<file path="src/verilog/hsq_pkg.sv">
// Purpose: Shared constants and types for the two-stage heat sequencer
// Assumes: clk_sys at 10 MHz; timers specified in whole seconds
// Notes:   Cycle counts are derived from the second figures below

package hsq_pkg;

   // System clock rate
   localparam int unsigned CLK_HZ      = 10_000_000;

   // Sequence times in seconds
   localparam int unsigned WARMUP_S    = 17;
   localparam int unsigned BLOWER_ON_S = 30;
   localparam int unsigned POSTPURGE_S = 15;
   localparam int unsigned FLAME_TMO_S = 4;
   localparam int unsigned OFFDLY0_S   = 60;
   localparam int unsigned OFFDLY1_S   = 90;
   localparam int unsigned OFFDLY2_S   = 120;
   localparam int unsigned OFFDLY3_S   = 180;

   // Same times in clock cycles
   localparam logic [31:0] WARMUP_CYC    = 32'(WARMUP_S * CLK_HZ);
   localparam logic [31:0] BLOWER_ON_CYC = 32'(BLOWER_ON_S * CLK_HZ);
   localparam logic [31:0] POSTPURGE_CYC = 32'(POSTPURGE_S * CLK_HZ);
   localparam logic [31:0] FLAME_TMO_CYC = 32'(FLAME_TMO_S * CLK_HZ);
   localparam logic [31:0] OFFDLY0_CYC   = 32'(OFFDLY0_S * CLK_HZ);
   localparam logic [31:0] OFFDLY1_CYC   = 32'(OFFDLY1_S * CLK_HZ);
   localparam logic [31:0] OFFDLY2_CYC   = 32'(OFFDLY2_S * CLK_HZ);
   localparam logic [31:0] OFFDLY3_CYC   = 32'(OFFDLY3_S * CLK_HZ);

   // Flame current thresholds in tenths of a microamp
   localparam logic [7:0]  FLAME_MIN_X10  = 8'h01;
   localparam logic [7:0]  FLAME_WEAK_X10 = 8'h0f;

   // Fault codes, shown as red flash counts
   localparam logic [3:0]  FC_NONE       = 4'h0;
   localparam logic [3:0]  FC_PS_STUCK   = 4'h2;
   localparam logic [3:0]  FC_LIMIT      = 4'h4;
   localparam logic [3:0]  FC_NO_FLAME   = 4'h5;
   localparam logic [3:0]  FC_FLAME_LOST = 4'h6;

   // Reset values
   localparam logic [31:0] TMR_RST  = 32'h0;
   localparam logic [7:0]  PWM_RST  = 8'h0;

   // Burner sequence states
   typedef enum logic [2:0] {
      ST_IDLE      = 3'b000,
      ST_OPEN_CHK  = 3'b001,
      ST_PREPURGE  = 3'b010,
      ST_WARMUP    = 3'b011,
      ST_TRIAL     = 3'b100,
      ST_RUN       = 3'b101,
      ST_POSTPURGE = 3'b110,
      ST_LOCKOUT   = 3'b111
   } hsq_state_t;

   // Circulating blower states
   typedef enum logic [1:0] {
      BL_OFF   = 2'b00,
      BL_WAIT  = 2'b01,
      BL_ON    = 2'b10,
      BL_DELAY = 2'b11
   } hsq_blw_t;

endpackage : hsq_pkg

</file>
<file path="src/verilog/hsq_pwm.sv">
// Purpose: Free-running duty-cycle generator for the blower speed signal
// Assumes: Duty is a fraction of 256 clock periods
// Notes:   Output is forced low from the clock after the enable goes low

`timescale 1ns/10ps

module hsq_pwm
   import hsq_pkg::*;
(
   // Clock and reset
   input  wire logic       clk_sys,
   input  wire logic       rst,
   // Control
   input  wire logic       en,
   input  wire logic [7:0] duty,
   // Output
   output logic            pwm
);

   logic [7:0] cnt_q;
   logic       pwm_q;
   wire        pwm_d = en && (cnt_q < duty);

   // Period counter and registered output, so the motor never sees glitches
   always_ff @(posedge clk_sys)
   begin
      if (rst)
      begin
         cnt_q <= PWM_RST;
         pwm_q <= 1'b0;
      end
      else
      begin
         cnt_q <= cnt_q + 8'h1;
         pwm_q <= pwm_d;
      end
   end

   assign pwm = pwm_q;

endmodule : hsq_pwm

</file>
<file path="src/verilog/hsq_sequencer.sv">
// Purpose: Two-stage furnace heat sequencer with blower control
// Assumes: All inputs synchronous to clk_sys; flame current pre-digitised
// Notes:   Long timers are parameters so simulation can shorten them
// Notes on behaviour
// - Standby drives limit test, expects return
// - Stage one call alone starts heating
// - Closed pressure switch at start: fault two
// - Pre-purge on high inducer plus humidifier
// - Wait for both pressure switches closed
// - Ignitor warms seventeen seconds before valve
// - Then main valve opens at high fire
// - Flame must prove within a short window
// - Run needs 0.1 uA; weak below 1.5
// - Stage one: inducer drops to low speed
// - Blower starts thirty seconds after flame proof
// - Blower enable asserted every blower run
// - PWM duty encodes commanded airflow
// - Air cleaner follows the blower
// - Both calls together mean stage two
// - Low tap stage one, high tap stage two
// - Call end: valve off, purge, then release
// - Blower runs through selectable off delay
// - Master may force calls and settings

`timescale 1ns/10ps

module hsq_sequencer
   import hsq_pkg::*;
#(
   parameter logic [31:0] P_WARMUP_CYC    = WARMUP_CYC,
   parameter logic [31:0] P_BLOWER_ON_CYC = BLOWER_ON_CYC,
   parameter logic [31:0] P_POSTPURGE_CYC = POSTPURGE_CYC,
   parameter logic [31:0] P_FLAME_TMO_CYC = FLAME_TMO_CYC,
   parameter logic [31:0] P_OFFDLY0_CYC   = OFFDLY0_CYC,
   parameter logic [31:0] P_OFFDLY1_CYC   = OFFDLY1_CYC,
   parameter logic [31:0] P_OFFDLY2_CYC   = OFFDLY2_CYC,
   parameter logic [31:0] P_OFFDLY3_CYC   = OFFDLY3_CYC
)
(
   // Clock and reset
   input  wire logic       clk_sys,
   input  wire logic       rst,
   // Thermostat calls
   input  wire logic       heat_stage1_call,
   input  wire logic       heat_stage2_call,
   input  wire logic       cool_call,
   input  wire logic       fan_call,
   // Safety and flame sense
   input  wire logic       ps_low_closed,
   input  wire logic       ps_high_closed,
   input  wire logic       limit_return,
   input  wire logic [7:0] flame_ua_x10,
   // Board jumpers
   input  wire logic [7:0] jumper_airflow,
   input  wire logic [1:0] jumper_off_delay,
   // Communicating master
   input  wire logic       master_present,
   input  wire logic       master_force_heat1,
   input  wire logic       master_force_heat2,
   input  wire logic [7:0] master_airflow,
   input  wire logic [1:0] master_off_delay,
   // Burner outputs
   output logic            limit_test_out,
   output logic            inducer_high,
   output logic            inducer_low,
   output logic            humidifier_out,
   output logic            ignitor_out,
   output logic            valve_main,
   output logic            valve_high_fire,
   // Blower outputs
   output logic            blower_enable,
   output logic            blower_pwm,
   output logic            blower_low_heat_tap,
   output logic            blower_high_heat_tap,
   output logic            air_cleaner_out,
   // Status
   output logic            weak_flame,
   output logic [3:0]      fault_code
);

   hsq_state_t  state_q, state_d;
   hsq_blw_t    blw_q, blw_d;
   logic [31:0] tmr_q, tmr_d;
   logic [31:0] btmr_q, btmr_d;
   logic [3:0]  fault_q, fault_d;
   logic        limit_test_q, limit_fault_q;
   logic        stage2_q, weak_q;
   logic        ind_hi_q, ind_lo_q, hum_q, ign_q;
   logic        vmain_q, vhigh_q, blw_on_q;

   // Master overrides jumpers and may force calls
   wire         call1   = heat_stage1_call | (master_present & master_force_heat1);
   wire         call2   = heat_stage2_call | (master_present & master_force_heat2);
   wire         heat_req = call1;
   wire         stage2_req = call1 & call2;
   wire [7:0]   airflow = master_present ? master_airflow : jumper_airflow;
   wire [1:0]   dly_sel = master_present ? master_off_delay : jumper_off_delay;
   wire         any_call = call1 | call2 | cool_call | fan_call;

   // Flame thresholds and pressure switch terms
   wire         flame_ok = flame_ua_x10 >= FLAME_MIN_X10;
   wire         flame_weak = flame_ua_x10 < FLAME_WEAK_X10;
   wire         ps_any = ps_low_closed | ps_high_closed;
   wire         ps_both = ps_low_closed & ps_high_closed;

   // Timer expiry terms
   wire         warm_done = tmr_q == P_WARMUP_CYC - 32'h1;
   wire         tmo_done  = tmr_q == P_FLAME_TMO_CYC - 32'h1;
   wire         purge_done = tmr_q == P_POSTPURGE_CYC - 32'h1;
   wire         bon_done  = btmr_q == P_BLOWER_ON_CYC - 32'h1;
   wire [31:0]  offdly_cyc = (dly_sel == 2'h0) ? P_OFFDLY0_CYC :
                             (dly_sel == 2'h1) ? P_OFFDLY1_CYC :
                             (dly_sel == 2'h2) ? P_OFFDLY2_CYC : P_OFFDLY3_CYC;
   wire         boff_done = btmr_q == offdly_cyc - 32'h1;

   // Burner sequence; a call dropped from pre-purge through run goes straight to post-purge
   always_comb
   begin
      state_d = state_q;
      unique case (state_q)
         ST_IDLE:
            if (heat_req && !limit_fault_q)
               state_d = ST_OPEN_CHK;
         ST_OPEN_CHK:
            if (!heat_req)
               state_d = ST_IDLE;
            else if (ps_any)
               state_d = ST_LOCKOUT;
            else
               state_d = ST_PREPURGE;
         ST_PREPURGE:
            if (!heat_req)
               state_d = ST_POSTPURGE;
            else if (ps_both)
               state_d = ST_WARMUP;
         ST_WARMUP:
            if (!heat_req)
               state_d = ST_POSTPURGE;
            else if (warm_done)
               state_d = ST_TRIAL;
         ST_TRIAL:
            if (!heat_req)
               state_d = ST_POSTPURGE;
            else if (flame_ok)
               state_d = ST_RUN;
            else if (tmo_done)
               state_d = ST_LOCKOUT;
         ST_RUN:
            if (!heat_req || !flame_ok)
               state_d = ST_POSTPURGE;
         ST_POSTPURGE:
            if (purge_done)
               state_d = ST_IDLE;
         ST_LOCKOUT:
            if (!heat_req)
               state_d = ST_IDLE;
      endcase
   end

   // Phase timer restarts on every state change
   assign tmr_d = (state_d != state_q) ? TMR_RST : tmr_q + 32'h1;

   // Fault code: latched by cause, cleared when a new cycle begins
   always_comb
   begin
      fault_d = fault_q;
      if (state_q == ST_IDLE && state_d == ST_OPEN_CHK)
         fault_d = FC_NONE;
      if (limit_fault_q)
         fault_d = FC_LIMIT;
      if (state_q == ST_OPEN_CHK && state_d == ST_LOCKOUT)
         fault_d = FC_PS_STUCK;
      if (state_q == ST_TRIAL && state_d == ST_LOCKOUT)
         fault_d = FC_NO_FLAME;
      if (state_q == ST_RUN && !flame_ok)
         fault_d = FC_FLAME_LOST;
   end

   // Output decode from the next state so outputs move with it; weak flame is decoded from the current state
   wire         nx_run   = state_d == ST_RUN;
   wire         nx_purge = state_d == ST_PREPURGE || state_d == ST_WARMUP ||
                           state_d == ST_TRIAL || state_d == ST_POSTPURGE;
   wire         ind_hi_d = nx_purge | (nx_run & stage2_req);
   wire         ind_lo_d = nx_run & !stage2_req;
   wire         hum_d    = nx_purge | nx_run;
   wire         ign_d    = state_d == ST_WARMUP || state_d == ST_TRIAL;
   wire         vmain_d  = state_d == ST_TRIAL || nx_run;
   wire         vhigh_d  = state_d == ST_TRIAL || (nx_run & stage2_req);
   wire         weak_d   = (state_q == ST_RUN) & flame_ok & flame_weak;
   wire         ltest_d  = (state_d == ST_IDLE) & !any_call;
   wire         lfault_d = limit_test_q ? !limit_return : limit_fault_q; // Held while untested
   wire         stg2_d   = hum_d ? stage2_req : stage2_q;

   // Sequencer registers
   always_ff @(posedge clk_sys)
   begin
      if (rst)
      begin
         state_q <= ST_IDLE;
         tmr_q   <= TMR_RST;
         fault_q <= FC_NONE;
      end
      else
      begin
         state_q <= state_d;
         tmr_q   <= tmr_d;
         fault_q <= fault_d;
      end
   end

   // Registered burner outputs
   always_ff @(posedge clk_sys)
   begin
      if (rst)
      begin
         {ind_hi_q, ind_lo_q, hum_q, ign_q} <= 4'h0;
         {vmain_q, vhigh_q, weak_q}         <= 3'h0;
         {limit_test_q, limit_fault_q}      <= 2'h0;
         stage2_q                           <= 1'b0;
      end
      else
      begin
         {ind_hi_q, ind_lo_q, hum_q, ign_q} <= {ind_hi_d, ind_lo_d, hum_d, ign_d};
         {vmain_q, vhigh_q, weak_q}         <= {vmain_d, vhigh_d, weak_d};
         {limit_test_q, limit_fault_q}      <= {ltest_d, lfault_d};
         stage2_q                           <= stg2_d;
      end
   end

   // Blower: delayed start after proof, off delay after the call ends
   always_comb
   begin
      blw_d = blw_q;
      unique case (blw_q)
         BL_OFF:
            if (state_q == ST_RUN)
               blw_d = BL_WAIT;
         BL_WAIT:
            if (state_q != ST_RUN)
               blw_d = BL_OFF;
            else if (bon_done)
               blw_d = BL_ON;
         BL_ON:
            if (state_q != ST_RUN)
               blw_d = BL_DELAY;
         BL_DELAY:
            if (state_q == ST_RUN)
               blw_d = BL_ON;
            else if (boff_done)
               blw_d = BL_OFF;
      endcase
   end

   // Blower timer restarts on each blower state change
   assign btmr_d = (blw_d != blw_q) ? TMR_RST : btmr_q + 32'h1;
   wire         blw_on_d = blw_d == BL_ON || blw_d == BL_DELAY;
   // Low fire speed is taken as half of the configured high-fire airflow
   wire [7:0]   duty = stage2_q ? airflow : {1'b0, airflow[7:1]};

   // Blower registers
   always_ff @(posedge clk_sys)
   begin
      if (rst)
      begin
         blw_q    <= BL_OFF;
         btmr_q   <= TMR_RST;
         blw_on_q <= 1'b0;
      end
      else
      begin
         blw_q    <= blw_d;
         btmr_q   <= btmr_d;
         blw_on_q <= blw_on_d;
      end
   end

   // Variable-speed blower drive
   hsq_pwm u_pwm (
      .clk_sys (clk_sys),
      .rst     (rst),
      .en      (blw_on_q),
      .duty    (duty),
      .pwm     (blower_pwm)
   );

   // Output ports
   assign limit_test_out       = limit_test_q;
   assign inducer_high         = ind_hi_q;
   assign inducer_low          = ind_lo_q;
   assign humidifier_out       = hum_q;
   assign ignitor_out          = ign_q;
   assign valve_main           = vmain_q;
   assign valve_high_fire      = vhigh_q;
   assign blower_enable        = blw_on_q;
   assign blower_low_heat_tap  = blw_on_q & !stage2_q;
   assign blower_high_heat_tap = blw_on_q & stage2_q;
   assign air_cleaner_out      = blw_on_q;
   assign weak_flame           = weak_q;
   assign fault_code           = fault_q;
endmodule : hsq_sequencer

</file>
<file path="config.mk">
export PLATFORM = sky130hd
export DESIGN_NAME = hsq_sequencer
export DESIGN_NICKNAME = d
export VERILOG_FILES = /design/src/verilog/hsq_pkg.sv /design/src/verilog/hsq_pwm.sv /design/src/verilog/hsq_sequencer.sv
export SDC_FILE = /design/constraint.sdc
export NUM_CORES = 1
export LEC_CHECK = 0
export BUFFER_PORTS_ARGS = -buffer_cell sky130_fd_sc_hd__buf_2
export CAP_MARGIN = 10
export CORE_ASPECT_RATIO = 2
export CORE_MARGIN = 2
export CORE_UTILIZATION = 58
export CTS_CLUSTER_DIAMETER = 120
export DETAILED_ROUTE_END_ITERATION = 8
export PLACE_DENSITY = 0.79
export SLEW_MARGIN = 20
export SYNTH_ARGS = -nofsm -noshare
export SYNTH_HDL_FRONTEND = slang
export SYNTH_SLANG_ARGS = --single-unit
</file>
<file path="constraint.sdc">
create_clock -name clk_sys -period 3.65 [get_ports clk_sys]
set_clock_uncertainty 0.2 [all_clocks]
set_input_delay 0.365 -clock clk_sys [delete_from_list [all_inputs] [get_ports clk_sys]]
set_output_delay 0.365 -clock clk_sys [all_outputs]
set_load 0.03 [all_outputs]
</file>
==> run metrics <==
Crit. End Element flop; Antenna diodes 0; cts hold-fix bufs 0; drt via density 5.80; peak supply drop 0.000313 V; antenna violations before repair 0; post-CTS resize count 0; R2R setup slack 0.44 ns; number of global-route vias before repair 4294; via count 4274; final hold vios 0; P_leak 2.15 nW; Reg area 0.00184 mm^2; worst path cell trace nor4_1 > nand3_1 > nor4_1 > nand2b_1 > o21ai_1 > xor2_1 > o2111ai_2 > buf_4 > nor2_1; slowest CP cell nor4_1; period utilization 87.8%; number of top-level pins 57; critical path's most frequent cell nor4_1; Setup CP Type reg2reg; antenna-violating nets left 0; worst hold path type in2reg; CP bufs+invs 1; Synth Area per Inst 8.30 um^2; CTS buffer count 9; total gr overflow 0; Synth async-reset ratio 0%; cell family with most CP delay simple AND/OR/NAND/NOR gates; Final setup viols 0; library cells used by synthesis 56; Max Clk Rate 312 MHz; Slew headroom 54.1%; CP max FO 32; H-Tree Level Count 3; YS warnings 0; total power draw 0.00245 W; Critical Path Source Type flop; nets 693; commonest non-fill, non-tap cells in the layout nor2_1, dfxtp_1, buf_2, nand2_1, xor2_1; DIE AREA 0.00910 mm^2; placed cells 722; gate count after technology mapping 581; first-pass detailed-route iteration total 5; critical path arrival 3.23 ns; drt wl/cell 15.2 um; part of the Yosys area used for sequential elements 38.2%; R2R Path Start tmr_q[18]; Mapped Nets 639; clk slew on worst S/H paths 0.06 ns; Port Buf Inserts 55; Fillers 684; Post-CTS Setup Bufs 0; status finished, final reports clean; Post-route DRC 0; Worst Path Required 3.67 ns; chip height 133 um; HP Start limit_return; Non-Filler Instances 737; total clock sinks 92; starting density of the core 59.0%; Synth Flop Type dfxtp_1; area taken by multi-input logic gates 0.00283 mm^2; clk buf depth 2; post-route minimum period 3.21 ns; max cap viols 0; setup_tns 0 ns; Skew-Pair Late Insertion Delay 0.34 ns; row count 47; Slew @ Worst Pin 0.682 ns; pin count of the biggest net entering global routing 33; commonest non-fill, non-tap cell in the layout nor2_1; number of flops mapped to enable cells by yosys 0; core box area 0.00817 mm^2; crit path from tmr_q[18]; Final Max Slew Viols 0; synthesized area 0.00482 mm^2; Iter 0 DRT Violations 276; RSZ-0062 raised after global routing false; flop and latch count out of synthesis 92; hpwl dp 8470 um; Post-Route WL 11200 um; first-pass GRT wire length 18900 um; share of post-route cells with drive strength above 1 13.8%; Global Route Usage Sum 27.2%; Routability Congestion 0.922; CP max stage delay 0.64 ns; root buffer cell clkbuf_16; pwr/cell area 442 mW/mm^2; Die X 68.5 um; Area Growth Syn to Fin 14.7%; CTS tree done
worst paths after layout:
check	to	depth (start not counted)
worst min-delay path	limit_fault_q	2
worst min register to register	tmr_q[0]	1
worst max-delay path	tmr_q[15]	9
worst max register to register	tmr_q[15]	9
final cells by class:
cell class / instances / area share [%]
Clock buffer: 11 / 4.39
Timing Repair Buffer: 64 / 6.43
Sequential cell: 92 / 33.3
Tap cell: 98 / 2.22
Clock inverter: 4 / 1.33
Multi-Input combinational cell: 452 / 51.2
Inverter: 16 / 1.09
stage by stage:
stage	cell area (um^2)	util [%]	setup slack (ns)	hold slack (ns)
6_report	5530	67.7	0.444	0.0128
5_1_grt	5530	67.7	0.240	0.0166
4_1_cts	5530	67.7	0.459	0.00427
3_5_place_dp	5210	63.8	0.383	0.242
3_3_place_gp	5210	63.8	0.429	0.229
2_1_floorplan	4820	-	0.306	0.218
report_power, final:
| part | internal [W] | leakage (nW) | switching (W) |
|---|---|---|---|
| clock | 0.000615 | 0.156 | 0.000369 |
| sequential | 0.00104 | 0.744 | 0.0000418 |
| combinational | 0.000150 | 1.25 | 0.000231 |
| total | 0.00180 | 2.15 | 0.000642 |
cells in the mapped netlist, drive strengths merged, types with 2 or more instances:
master | instances | area share [%]
nor4bb | 3 | 0.62
a211oi | 2 | 0.31
nor2b | 5 | 0.65
mux2i | 12 | 2.5
ha | 18 | 4.7
o2111ai | 2 | 0.36
a21oi | 17 | 2.0
or3 | 4 | 0.52
and2 | 3 | 0.39
mux4 | 2 | 0.93
nor2 | 117 | 9.1
xor2 | 45 | 8.2
xnor2 | 30 | 5.5
nand3b | 5 | 0.78
nand2b | 7 | 0.91
clkbuf | 14 | 1.1
nor3b | 4 | 0.62
o211ai | 4 | 0.62
and4 | 4 | 0.73
nor4 | 12 | 1.7
nand4 | 17 | 2.2
dfxtp | 92 | 38
nor3 | 12 | 1.2
buf | 7 | 0.80
inv | 15 | 1.2
nor4b | 2 | 0.36
or2 | 3 | 0.39
nand2 | 46 | 3.6
and3 | 12 | 1.6
or4 | 5 | 0.86
o21ai | 7 | 0.73
o22ai | 2 | 0.26
a21o | 3 | 0.47
a31oi | 2 | 0.26
nand3 | 33 | 3.5
routing by layer:
layer	track usage, %	routed length, um
met2	49.6	6430
met4	16.2	487
met3	4.00	378
met5	0	0
met1	26.9	3920
registers in the layout, summed over array words and instances, names as in the netlist, 2 cells and up:
| register | flops |
|---|---|
| btmr_q | 32 |
| tmr_q | 32 |
| state_q | 3 |
| u_pwm.cnt_q | 8 |
| fault_code | 3 |
| blw_q | 2 |
cell families after synthesis:
logic type      count (synthesis)  share of synthesized area [%]
other cells                     1                         0.0778
flops                          92                           38.2
xor+xnor                       75                           13.6
compound gates                 46                           6.28
mux                            15                           3.66
buf+inv                        37                           3.14
simple gates                  297                           30.3
fa+ha+maj                      18                           4.67
(Power assumes the default switching activity.)
